--- config.mk ---
export PLATFORM = sky130hd
export DESIGN_NAME = cpm_top
export DESIGN_NICKNAME = d
export VERILOG_FILES = /design/src/rtl/cpm_pkg.sv /design/src/rtl/cpm_top.sv
export SDC_FILE = /design/constraint.sdc
export NUM_CORES = 1
export LEC_CHECK = 0
export ABC_AREA = 1
export BUFFER_PORTS_ARGS = -buffer_cell sky130_fd_sc_hd__buf_2
export CORE_MARGIN = 1.5
export CORE_UTILIZATION = 45
export CTS_CLUSTER_DIAMETER = 50
export DETAILED_ROUTE_END_ITERATION = 10
export RECOVER_POWER = 100
export SLEW_MARGIN = 0
export SYNTH_ARGS = -nofsm -noshare
export SYNTH_HDL_FRONTEND = slang
export SYNTH_SLANG_ARGS = --single-unit
export TNS_END_PERCENT = 100
--- constraint.sdc ---
create_clock -name MCLK_I -period 10.3 [get_ports MCLK_I]
set_input_delay 1.03 -clock MCLK_I [delete_from_list [all_inputs] [get_ports MCLK_I]]
set_output_delay 1.03 -clock MCLK_I [all_outputs]
set_load 0.01 [all_outputs]
--- src/rtl/cpm_pkg.sv ---
// Shared constants and types of the clock and power-mode controller
package cpm_pkg;
  localparam int unsigned CLK_MHZ = 100;
  localparam int unsigned IRC_MHZ = 4;
  localparam int unsigned NIRQ = 8;
  localparam int unsigned NPER = 4;
  // Times as printed, then derived counts (least times round up)
  localparam int unsigned OSC_START_NS = 60000;
  localparam int unsigned OSC_START_CYC = (OSC_START_NS * CLK_MHZ + 999) / 1000;
  localparam int unsigned FLASH_WAKE_NS = 100000;
  localparam int unsigned FLASH_WAKE_IRC = (FLASH_WAKE_NS * IRC_MHZ + 999) / 1000;
  localparam logic [12:0] DS_IRC_CYC = 13'h0004;
  localparam logic [12:0] DS_XTAL_CYC = 13'h1000;
  localparam logic [12:0] PD_IRC_CYC = 13'h0004;
  localparam int unsigned XTAL_STABLE_DEF = 1024;
  localparam logic [3:0] LOCK_REFS = 4'h8;
  // Register indices
  localparam logic [3:0] REG_SRC = 4'h0;
  localparam logic [3:0] REG_MCTRL = 4'h1;
  localparam logic [3:0] REG_MCFG = 4'h2;
  localparam logic [3:0] REG_STAT = 4'h3;
  localparam logic [3:0] REG_DIV = 4'h4;
  localparam logic [3:0] REG_PSEL = 4'h5;
  localparam logic [3:0] REG_UCTRL = 4'h6;
  localparam logic [3:0] REG_PWR = 4'h7;
  // Field positions
  localparam int unsigned F_EN = 0;
  localparam int unsigned F_CONN = 1;
  localparam int unsigned F_MM1 = 8;
  localparam int unsigned F_UDIV = 8;
  // Source select and power requests
  localparam logic [1:0] SRC_IRC = 2'h0;
  localparam logic [1:0] SRC_XTAL = 2'h1;
  localparam logic [1:0] SRC_RTC = 2'h2;
  localparam logic [1:0] PWR_SLEEP = 2'h1;
  localparam logic [1:0] PWR_DSLEEP = 2'h2;
  localparam logic [1:0] PWR_PDOWN = 2'h3;
  // Reset values
  localparam logic [7:0] RST_N_M1 = 8'h00;
  localparam logic [14:0] RST_M_M1 = 15'h0000;
  localparam logic [7:0] RST_CPU_DIV = 8'h00;
  localparam logic [3:0] RST_USB_DIV = 4'h0;
  localparam logic [2*NPER-1:0] RST_PSEL = 8'h00;

  typedef enum logic [2:0] {M_RUN, M_SLEEP, M_DSLEEP, M_PDOWN, M_OSCUP, M_WAKE, M_DPD} cpm_mode_t;

  typedef struct packed {
    logic rtc;
    logic xtal;
    logic internal_rc_osc;
  } cpm_ticks_t;

  typedef struct packed {
    logic core_pwr;
    logic flash_pwr;
    logic irc_out;
    logic irc_pwr;
  } cpm_pwr_t;
endpackage

--- src/rtl/cpm_top.sv ---
// Clock source selection, multiplying loops, dividers and power-mode sequencing
// Functional notes
// Reset selects internal RC oscillator
// Software selects any of three sources
// Pre-divide N from 1 to 256
// Multiply M up to 32768, phase compare
// Software keeps oscillator within 275-550 MHz
// Main loop off after reset, power-down
// Software enables, waits lock, then connects
// CPU clock equals input unless connected
// Each peripheral has own divider
// USB loop crystal-fed, off at reset
// USB input 10-25 MHz, 50% duty
// Sleep stops core; interrupt restores it
// Deep-sleep stops all internal clocks
// Deep-sleep entry clears loop and dividers
// Deep-sleep wake after 4 or 4096 cycles
// Power-down also cuts oscillator, flash power
// Power-down wake: 60 us then 4 cycles
// Flash blocked until 100 us timer
// Deep power-down only on clock-block request; code enters it on RTC_DPD_REQ_I
// Deep power-down exit: reset or alarm
// Wake mask latched on entry, wakes CPU
// Crystal held off until judged stable
// Source switching without clock glitches
// Main loop lock flag readable
`timescale 1ns/10ps
`default_nettype none
module cpm_top
  import cpm_pkg::*;
#(
  parameter int unsigned OSC_START = OSC_START_CYC,
  parameter int unsigned XTAL_STABLE = XTAL_STABLE_DEF
) (
  input wire logic MCLK_I,
  input wire logic RST_I,
  input wire cpm_ticks_t OSC_TICK_I,
  input wire logic MAIN_CCO_TICK_I,
  input wire logic USB_CCO_TICK_I,
  input wire logic USB_LOCK_I,
  input wire logic [NIRQ-1:0] IRQ_I,
  input wire logic [NIRQ-1:0] IRQ_MASK_I,
  input wire logic RTC_DPD_REQ_I,
  input wire logic RTC_ALARM_I,
  input wire logic [3:0] ADDR_I,
  input wire logic [31:0] WDATA_I,
  input wire logic WR_I,
  input wire logic RD_I,
  output logic [31:0] RDATA_O,
  output logic CPU_CLK_EN_O,
  output logic [NPER-1:0] PCLK_EN_O,
  output logic USB_CLK_O,
  output logic MAIN_LOOP_EN_O,
  output logic USB_LOOP_EN_O,
  output logic FLASH_READY_O,
  output cpm_pwr_t PWR_O
);
  function automatic logic [15:0] div_next(input logic tick, input logic [15:0] cnt, input logic [15:0] lim);
    div_next = !tick ? cnt : (cnt >= lim) ? 16'h0000 : cnt + 16'h0001;
  endfunction

  cpm_mode_t mode;
  logic [1:0] src;
  logic main_en, main_conn, usb_en;
  logic [7:0] n_m1;
  logic [14:0] m_m1;
  logic [7:0] cpu_div;
  logic [3:0] usb_div;
  logic [2*NPER-1:0] psel;
  logic [NIRQ-1:0] wic_mask;
  logic [1:0] entry_src;
  logic [12:0] wcnt, wake_lim;
  logic wake_xtal;
  logic [15:0] ref_cnt, fb_cnt, cpu_cnt, usb_cnt;
  logic [15:0] per_cnt [NPER];
  logic [1:0] fb_seen;
  logic [3:0] lock_cnt;
  logic main_lock;
  logic [12:0] xtal_cnt;
  logic xtal_ok;
  logic [8:0] flash_cnt;
  logic flash_run;

  wire wr_src = WR_I && ADDR_I == REG_SRC;
  wire wr_pwr = WR_I && ADDR_I == REG_PWR;
  wire [1:0] pwr_req = WDATA_I[1:0];
  wire run = mode == M_RUN;
  wire clocks_on = run || mode == M_SLEEP;
  wire go_sleep = run && wr_pwr && pwr_req == PWR_SLEEP;
  wire go_ds = run && wr_pwr && pwr_req == PWR_DSLEEP;
  wire go_pd = run && wr_pwr && pwr_req == PWR_PDOWN;
  wire go_dpd = run && RTC_DPD_REQ_I && !wr_pwr;
  wire go_deep = go_ds || go_pd || go_dpd;
  wire wic_wake = |(IRQ_I & wic_mask);
  wire dpd_exit = mode == M_DPD && RTC_ALARM_I;
  // Crystal stays unusable until its start-up count has run out
  wire [1:0] eff_src = (src == SRC_XTAL && !xtal_ok) ? SRC_IRC : src;
  wire src_tick = eff_src == SRC_XTAL ? OSC_TICK_I.xtal :
                  eff_src == SRC_RTC ? OSC_TICK_I.rtc : OSC_TICK_I.internal_rc_osc;
  wire main_act = main_en && main_conn;
  // Sources are single-cycle enables, so a switch never yields a short pulse
  wire base_tick = clocks_on && (main_act ? MAIN_CCO_TICK_I : src_tick);
  wire cpu_tick = base_tick && cpu_cnt >= {8'h00, cpu_div};
  wire ref_tick = main_en && src_tick && ref_cnt >= {8'h00, n_m1};
  wire fb_tick = main_en && MAIN_CCO_TICK_I && fb_cnt >= {1'b0, m_m1};
  wire [1:0] fb_hits = fb_seen + {1'b0, fb_tick};
  wire usb_own = usb_en && USB_LOCK_I;
  wire usb_main_tick = clocks_on && main_en && MAIN_CCO_TICK_I && usb_cnt >= {12'h000, usb_div};
  wire usb_tick = clocks_on && (usb_own ? USB_CCO_TICK_I : usb_main_tick);
  wire wake_tick = wake_xtal ? OSC_TICK_I.xtal : OSC_TICK_I.internal_rc_osc;

  // Power-mode sequencer
  always_ff @(posedge MCLK_I or posedge RST_I) begin
    if (RST_I) begin
      mode <= M_RUN;
      wic_mask <= '0;
      entry_src <= SRC_IRC;
      wcnt <= '0;
      wake_lim <= DS_IRC_CYC;
      wake_xtal <= 1'b0;
    end else begin
      case (mode)
        M_RUN: begin
          wcnt <= '0;
          entry_src <= eff_src;
          if (go_deep) begin
            wic_mask <= IRQ_MASK_I;
          end
          if (go_sleep) begin
            mode <= M_SLEEP;
          end else if (go_ds) begin
            mode <= M_DSLEEP;
          end else if (go_pd) begin
            mode <= M_PDOWN;
          end else if (go_dpd) begin
            mode <= M_DPD;
          end
        end
        M_SLEEP: begin
          if (|IRQ_I) begin
            mode <= M_RUN;
          end
        end
        M_DSLEEP: begin
          if (wic_wake) begin
            mode <= M_WAKE;
            wake_xtal <= entry_src == SRC_XTAL;
            wake_lim <= entry_src == SRC_XTAL ? DS_XTAL_CYC : DS_IRC_CYC;
          end
        end
        M_PDOWN: begin
          if (wic_wake) begin
            mode <= M_OSCUP;
          end
        end
        M_DPD: begin
          if (RTC_ALARM_I) begin
            mode <= M_OSCUP;
          end
        end
        M_OSCUP: begin
          // Oscillator start-up time counted in system clocks
          if (wcnt >= 13'(OSC_START - 1)) begin
            mode <= M_WAKE;
            wcnt <= '0;
            wake_xtal <= 1'b0;
            wake_lim <= PD_IRC_CYC;
          end else begin
            wcnt <= wcnt + 13'h0001;
          end
        end
        M_WAKE: begin
          if (wake_tick) begin
            wcnt <= wcnt + 13'h0001;
            if (wcnt + 13'h0001 >= wake_lim) begin
              mode <= M_RUN;
            end
          end
        end
        default: mode <= M_RUN;
      endcase
    end
  end

  // Software configuration; deep modes clear the main loop enable and connect bits and the CPU and USB dividers on entry
  always_ff @(posedge MCLK_I or posedge RST_I) begin
    if (RST_I) begin
      src <= SRC_IRC;
      main_en <= 1'b0;
      main_conn <= 1'b0;
      usb_en <= 1'b0;
      n_m1 <= RST_N_M1;
      m_m1 <= RST_M_M1;
      cpu_div <= RST_CPU_DIV;
      usb_div <= RST_USB_DIV;
      psel <= RST_PSEL;
    end else if (dpd_exit) begin
      src <= SRC_IRC;
      main_en <= 1'b0;
      main_conn <= 1'b0;
      usb_en <= 1'b0;
      n_m1 <= RST_N_M1;
      m_m1 <= RST_M_M1;
      cpu_div <= RST_CPU_DIV;
      usb_div <= RST_USB_DIV;
      psel <= RST_PSEL;
    end else if (go_deep) begin
      main_en <= 1'b0;
      main_conn <= 1'b0;
      cpu_div <= '0;
      usb_div <= '0;
      if (go_pd) begin
        src <= SRC_IRC;
      end
    end else if (WR_I) begin
      if (wr_src) begin
        src <= WDATA_I[1:0] == 2'h3 ? SRC_IRC : WDATA_I[1:0];
      end else if (ADDR_I == REG_MCTRL) begin
        main_en <= WDATA_I[F_EN];
        main_conn <= WDATA_I[F_CONN];
      end else if (ADDR_I == REG_MCFG) begin
        n_m1 <= WDATA_I[7:0];
        m_m1 <= WDATA_I[F_MM1 +: 15];
      end else if (ADDR_I == REG_DIV) begin
        cpu_div <= WDATA_I[7:0];
        usb_div <= WDATA_I[F_UDIV +: 4];
      end else if (ADDR_I == REG_PSEL) begin
        psel <= WDATA_I[2*NPER-1:0];
      end else if (ADDR_I == REG_UCTRL) begin
        usb_en <= WDATA_I[F_EN];
      end
    end
  end

  // Main loop dividers and lock detection
  always_ff @(posedge MCLK_I or posedge RST_I) begin
    if (RST_I) begin
      ref_cnt <= '0;
      fb_cnt <= '0;
      fb_seen <= '0;
      lock_cnt <= '0;
      main_lock <= 1'b0;
    end else if (!main_en) begin
      ref_cnt <= '0;
      fb_cnt <= '0;
      fb_seen <= '0;
      lock_cnt <= '0;
      main_lock <= 1'b0;
    end else begin
      ref_cnt <= div_next(src_tick, ref_cnt, {8'h00, n_m1});
      fb_cnt <= div_next(MAIN_CCO_TICK_I, fb_cnt, {1'b0, m_m1});
      if (ref_tick) begin
        fb_seen <= '0;
        // Exactly one feedback edge per reference period counts as in phase
        if (fb_hits == 2'h1) begin
          if (lock_cnt >= LOCK_REFS - 4'h1) begin
            main_lock <= 1'b1;
          end else begin
            lock_cnt <= lock_cnt + 4'h1;
          end
        end else begin
          lock_cnt <= '0;
          main_lock <= 1'b0;
        end
      end else if (fb_tick && fb_seen != 2'h3) begin
        fb_seen <= fb_hits;
      end
    end
  end

  // Clock dividers; CPU output is a registered enable, USB output a registered toggle
  always_ff @(posedge MCLK_I or posedge RST_I) begin
    if (RST_I) begin
      cpu_cnt <= '0;
      usb_cnt <= '0;
      CPU_CLK_EN_O <= 1'b0;
      USB_CLK_O <= 1'b0;
    end else begin
      cpu_cnt <= div_next(base_tick, cpu_cnt, {8'h00, cpu_div});
      usb_cnt <= div_next(clocks_on && MAIN_CCO_TICK_I, usb_cnt, {12'h000, usb_div});
      CPU_CLK_EN_O <= run && cpu_tick;
      if (usb_tick) begin
        USB_CLK_O <= !USB_CLK_O;
      end
    end
  end

  for (genvar p = 0; p < NPER; p++) begin : g_per
    wire [15:0] plim = (16'h0001 << psel[2*p +: 2]) - 16'h0001;
    always_ff @(posedge MCLK_I or posedge RST_I) begin
      if (RST_I) begin
        per_cnt[p] <= '0;
        PCLK_EN_O[p] <= 1'b0;
      end else begin
        per_cnt[p] <= div_next(cpu_tick, per_cnt[p], plim);
        PCLK_EN_O[p] <= cpu_tick && per_cnt[p] >= plim;
      end
    end
  end

  // Crystal stability and flash wake-up timers
  always_ff @(posedge MCLK_I or posedge RST_I) begin
    if (RST_I) begin
      xtal_cnt <= '0;
      xtal_ok <= 1'b0;
      flash_cnt <= '0;
      flash_run <= 1'b0;
      FLASH_READY_O <= 1'b1;
    end else begin
      if (go_pd || go_dpd) begin
        xtal_cnt <= '0;
        xtal_ok <= 1'b0;
        FLASH_READY_O <= 1'b0;
        flash_run <= 1'b0;
      end else if (mode != M_PDOWN && mode != M_DPD && !xtal_ok && OSC_TICK_I.xtal) begin
        if (xtal_cnt >= 13'(XTAL_STABLE - 1)) begin
          xtal_ok <= 1'b1;
        end else begin
          xtal_cnt <= xtal_cnt + 13'h0001;
        end
      end
      if (mode == M_OSCUP && wcnt >= 13'(OSC_START - 1)) begin
        flash_run <= 1'b1;
        flash_cnt <= '0;
      end else if (flash_run && OSC_TICK_I.internal_rc_osc) begin
        if (flash_cnt >= 9'(FLASH_WAKE_IRC - 1)) begin
          flash_run <= 1'b0;
          FLASH_READY_O <= 1'b1;
        end else begin
          flash_cnt <= flash_cnt + 9'h001;
        end
      end
    end
  end

  // Power switches and loop enables
  always_ff @(posedge MCLK_I or posedge RST_I) begin
    if (RST_I) begin
      PWR_O <= '{core_pwr: 1'b1, flash_pwr: 1'b1, irc_out: 1'b1, irc_pwr: 1'b1};
      MAIN_LOOP_EN_O <= 1'b0;
      USB_LOOP_EN_O <= 1'b0;
    end else begin
      PWR_O.irc_out <= clocks_on || mode == M_WAKE;
      PWR_O.irc_pwr <= mode != M_PDOWN && mode != M_DPD;
      PWR_O.flash_pwr <= mode != M_PDOWN && mode != M_DPD && !(mode == M_OSCUP && !flash_run && !FLASH_READY_O);
      PWR_O.core_pwr <= mode != M_DPD;
      MAIN_LOOP_EN_O <= main_en && !go_deep;
      USB_LOOP_EN_O <= usb_en && clocks_on;
    end
  end

  // Register read port, data valid in the cycle after the strobe
  wire [31:0] stat = {21'h0, mode, 2'h0, FLASH_READY_O, xtal_ok, USB_LOCK_I && usb_en, main_act, main_en, main_lock};
  wire [31:0] rmux = ADDR_I == REG_SRC ? {30'h0, src} :
                     ADDR_I == REG_MCTRL ? {30'h0, main_conn, main_en} :
                     ADDR_I == REG_MCFG ? {9'h0, m_m1, n_m1} :
                     ADDR_I == REG_STAT ? stat :
                     ADDR_I == REG_DIV ? {20'h0, usb_div, cpu_div} :
                     ADDR_I == REG_PSEL ? {24'h0, psel} :
                     ADDR_I == REG_UCTRL ? {31'h0, usb_en} : 32'h0000_0000;
  always_ff @(posedge MCLK_I or posedge RST_I) begin
    if (RST_I) begin
      RDATA_O <= '0;
    end else begin
      RDATA_O <= RD_I ? rmux : 32'h0000_0000;
    end
  end
endmodule
`default_nettype wire

==> flow_summary.yaml <==
routing:
  wl_met2_mm: 13.72
  topRoutingLayerUsed: "met5"
  antenna_left: 0
  wl_per_cell_um: 14.26
  dr.pass1.iters: 5
  vias_per_cell: 5.107
  first_iter_violations: 703
  via_count: 11160
  wl_met3_mm: 1.631
  wl_met1_mm: 15.22
  finalWirelength_mm: 31.17
  drc: 0
clocking:
  cts_tree: "done"
  cts_resized: 0
  cts_root_buf: "clkbuf_16"
  cts_buffers: 36
  cts_max_level: 2
  path_clk_slew_ns: 0.06
  cts_setup_buffers: 0
  clk-insertion-delay-late_ns: 0.50
  clockBufferDepth: 3
  cts_sinks: 271
  ctsHoldBuffers: 0
final_layout:
  mostFrequentLayoutCell: "nand2_1"
  final_cell_mix: "nand2_1, dfrtp_1, inv_1"
  fin_area_um2: 15660
  nNetsFinal: 1890
  area_delta_synth_final_pct: 12.63
  drive_gt1_share_pct: 7.611
pwr:
  vdd_ir_drop_max_mv: 0.1359
  total_power_mw: 3.857
  power-per-cell-area_nw_per_um2: 246.3
  leakage_nw: 7.685
yosys:
  ys_top_cells_by_area: "dfrtp_1, nand2_1, inv_1"
  synth.area.mux_share_pct: 0
  syn_inst: 1667
  synthSimpleGateAreaFrac_pct: 23.70
  synth_largest_area_cell: "dfrtp_1"
  synth_seq_cells: 271
  synth_compound_area_share_pct: 10.10
  syn_area_um2: 13900
  synth_top_family_by_area: "simple AND/OR/NAND/NOR gates"
  yosys.area_share.xor_xnor_pct: 2.709
  ys_warn_count: 0
  synth_adder_area_share_pct: 5.759
  syn_area_per_cell_um2: 8.341
  synth_top_area_share_pct: 47.69
  synth_cell_types: 50
  seq_area_frac_synth_pct: 48.83
floorplanning:
  rows: 64
  dieArea_um2: 31960
  start_util_pct: 45.57
  core_region_area_um2: 30510
  boundaryPins: 109
  die_h_um: 178.8
  die_x_um: 178.8
timing:
  worst_pin_slew_ns: 5.083
  setup-tns-final_ns: 0
  finalCritPeriodShare_pct: 42.33
  rsz0062_at_grt: "false"
  finalSetupViolCount: 0
  maxSlewViolCount: 135
  max_freq_mhz: 229.4
  finalHoldViolations: 0
  fin_skew_ns: 0.009705
  min_period_ns: 4.360
  slew_headroom_pct: -240.7
status:
  status: "complete, but fails checks"
  violations: "capacitance limit, slew limit"
worst_setup_path:
  r2r_slack_ns: 6.08
  r2r_start: "mode[0]$_DFFE_PP0P_"
  crit_buf_inv: 2
  worstPathMaxFanout: 117
  worstSetupEndpointType: "asynchronous set/reset pin"
  crit_path_start_kind: "input port"
  slowest_delay_ns: 2.79
  cp_top_family: "buffers and inverters"
  worstSetupStartpoint: "RST_I"
  crit_chain: "buf_2 -> clkinvlp_2"
  critical_path_class: "in -> async"
  arrival_ns: 4.05
  cp_slowest_cell: "clkinvlp_2"
  required_ns: 9.99
global_routing:
  grt_max_degree: 156
  grt_use_total_pct: 20.02
  grt_pass1_vias: 10580
  antenna_found_initial: 4
  grt_pass1_wl_mm: 51.66
  grt-ovfl-total: 0
placement:
  placed_area_um2: 14650
  hpwl_mm: 22.16
  io_buffers: 90
  place_congestion: 0.8787
worst_hold_path:
  worstHoldStart: "wake_lim[2]$_DFFE_PP1P_"
  hp-class: "reg -> reg"
job:
  cap_violations: 2
[report_power, final]
| group | internal (mW) | switching [mW] | leakage, nW |
|---|---|---|---|
| clock | 0.743 | 0.471 | 0.573 |
| sequential | 1.30 | 0.157 | 3.65 |
| combinational | 0.365 | 0.823 | 3.46 |
[path summary, 6_finish.rpt]
kind | endpoint | depth (start not counted)
min in group asynchronous | per_cnt[43]$_DFFE_PP0P_ | 2
worst min-delay path | wake_lim[2]$_DFFE_PP1P_ | 2
worst max-delay path | RDATA_O[0]$_DFF_PP0_ | 2
worst max register to register | per_cnt[34]$_DFFE_PP0P_ | 11
worst min register to register | wake_lim[2]$_DFFE_PP1P_ | 2
max in group MCLK_I | per_cnt[34]$_DFFE_PP0P_ | 11
[cell usage after synthesis (all sizes together)]
master and count:
nand2 348, dfrtp 265, inv 251, nor2 192, o21ai 104, nand3 94, ha 64, a21oi 56
nand4 45, nor3 37, buf 32, xor2 31, o22ai 25, o31ai 17, nand3b 15, clkbuf 13
xnor2 12, nor4 11, a31oi 8, dfstp 6, a211oi 5, a21boi 5, o21a 5, or2 5
a221oi 4, nor3b 3, a21o 2, and2 2, clkinv 2, conb 2, o221ai 2, o211ai 1
o21bai 1, o31a 1, o32ai 1
[cell type report]
type / instances / area, µm²
fillers: 2945 / 14850
flip-flops and latches: 271 / 6789
multi-input cells: 1107 / 5814
clock buffers: 48 / 1007
inverters: 253 / 953.4
well taps: 396 / 495.5
repair buffers: 93 / 440.4
clock inverters: 15 / 156.4
diodes: 2 / 5.005
[per-layer routing]
| layer | track usage, % | up-vias |
|---|---|---|
| met2 | 31.50 | 246 |
| met3 | 3.753 | 50 |
| li1 | - | 5590 |
| met1 | 28.48 | 5271 |
| met5 | 0 | - |
| met4 | 4.826 | 2 |
[worst reg2reg max path: stages (launching register included)]
cell     delay [ns]
dfrtp_1        0.46
nor2_1         0.21
nand2_1        0.25
nand2_1        0.14
inv_1          0.15
a31oi_1        0.20
nand2_1        0.27
inv_1          0.43
nand2_1        0.84
inv_4          0.89
nand3_1        0.17
o21ai_0        0.11
[state kept, by name (all words and copies together) (netlist names), 13 cells and up]
register  cells
RDATA_O      23
cpu_cnt      16
fb_cnt       16
m_m1         15
per_cnt      64
ref_cnt      16
usb_cnt      16
wcnt         13
xtal_cnt     13
[through the flow]
step | instances | setup slack [ns] | utilization [%] | hold WS, ns
floorplan | 1676 | 1.813 | - | 0.4417
global placement | 2120 | 6.948 | 48.01 | 0.4700
detailed placement | 2120 | 6.868 | 48.01 | 0.4679
CTS | 2183 | 7.261 | 51.82 | 0.4774
global route | 2185 | 5.007 | 51.33 | 0.4831
finish | 2185 | 5.940 | 51.33 | 0.4728
[kinds of logic after synthesis]
group                      after synthesis
AOI/OAI and AO/OA                      237
xor gates and xnor gates                43
adders and majority gates               64
buffers and inverters                  298
DFF                                    271
other                                    2
and+or+nand+nor                        752
Power figures use the tool's default switching activity.
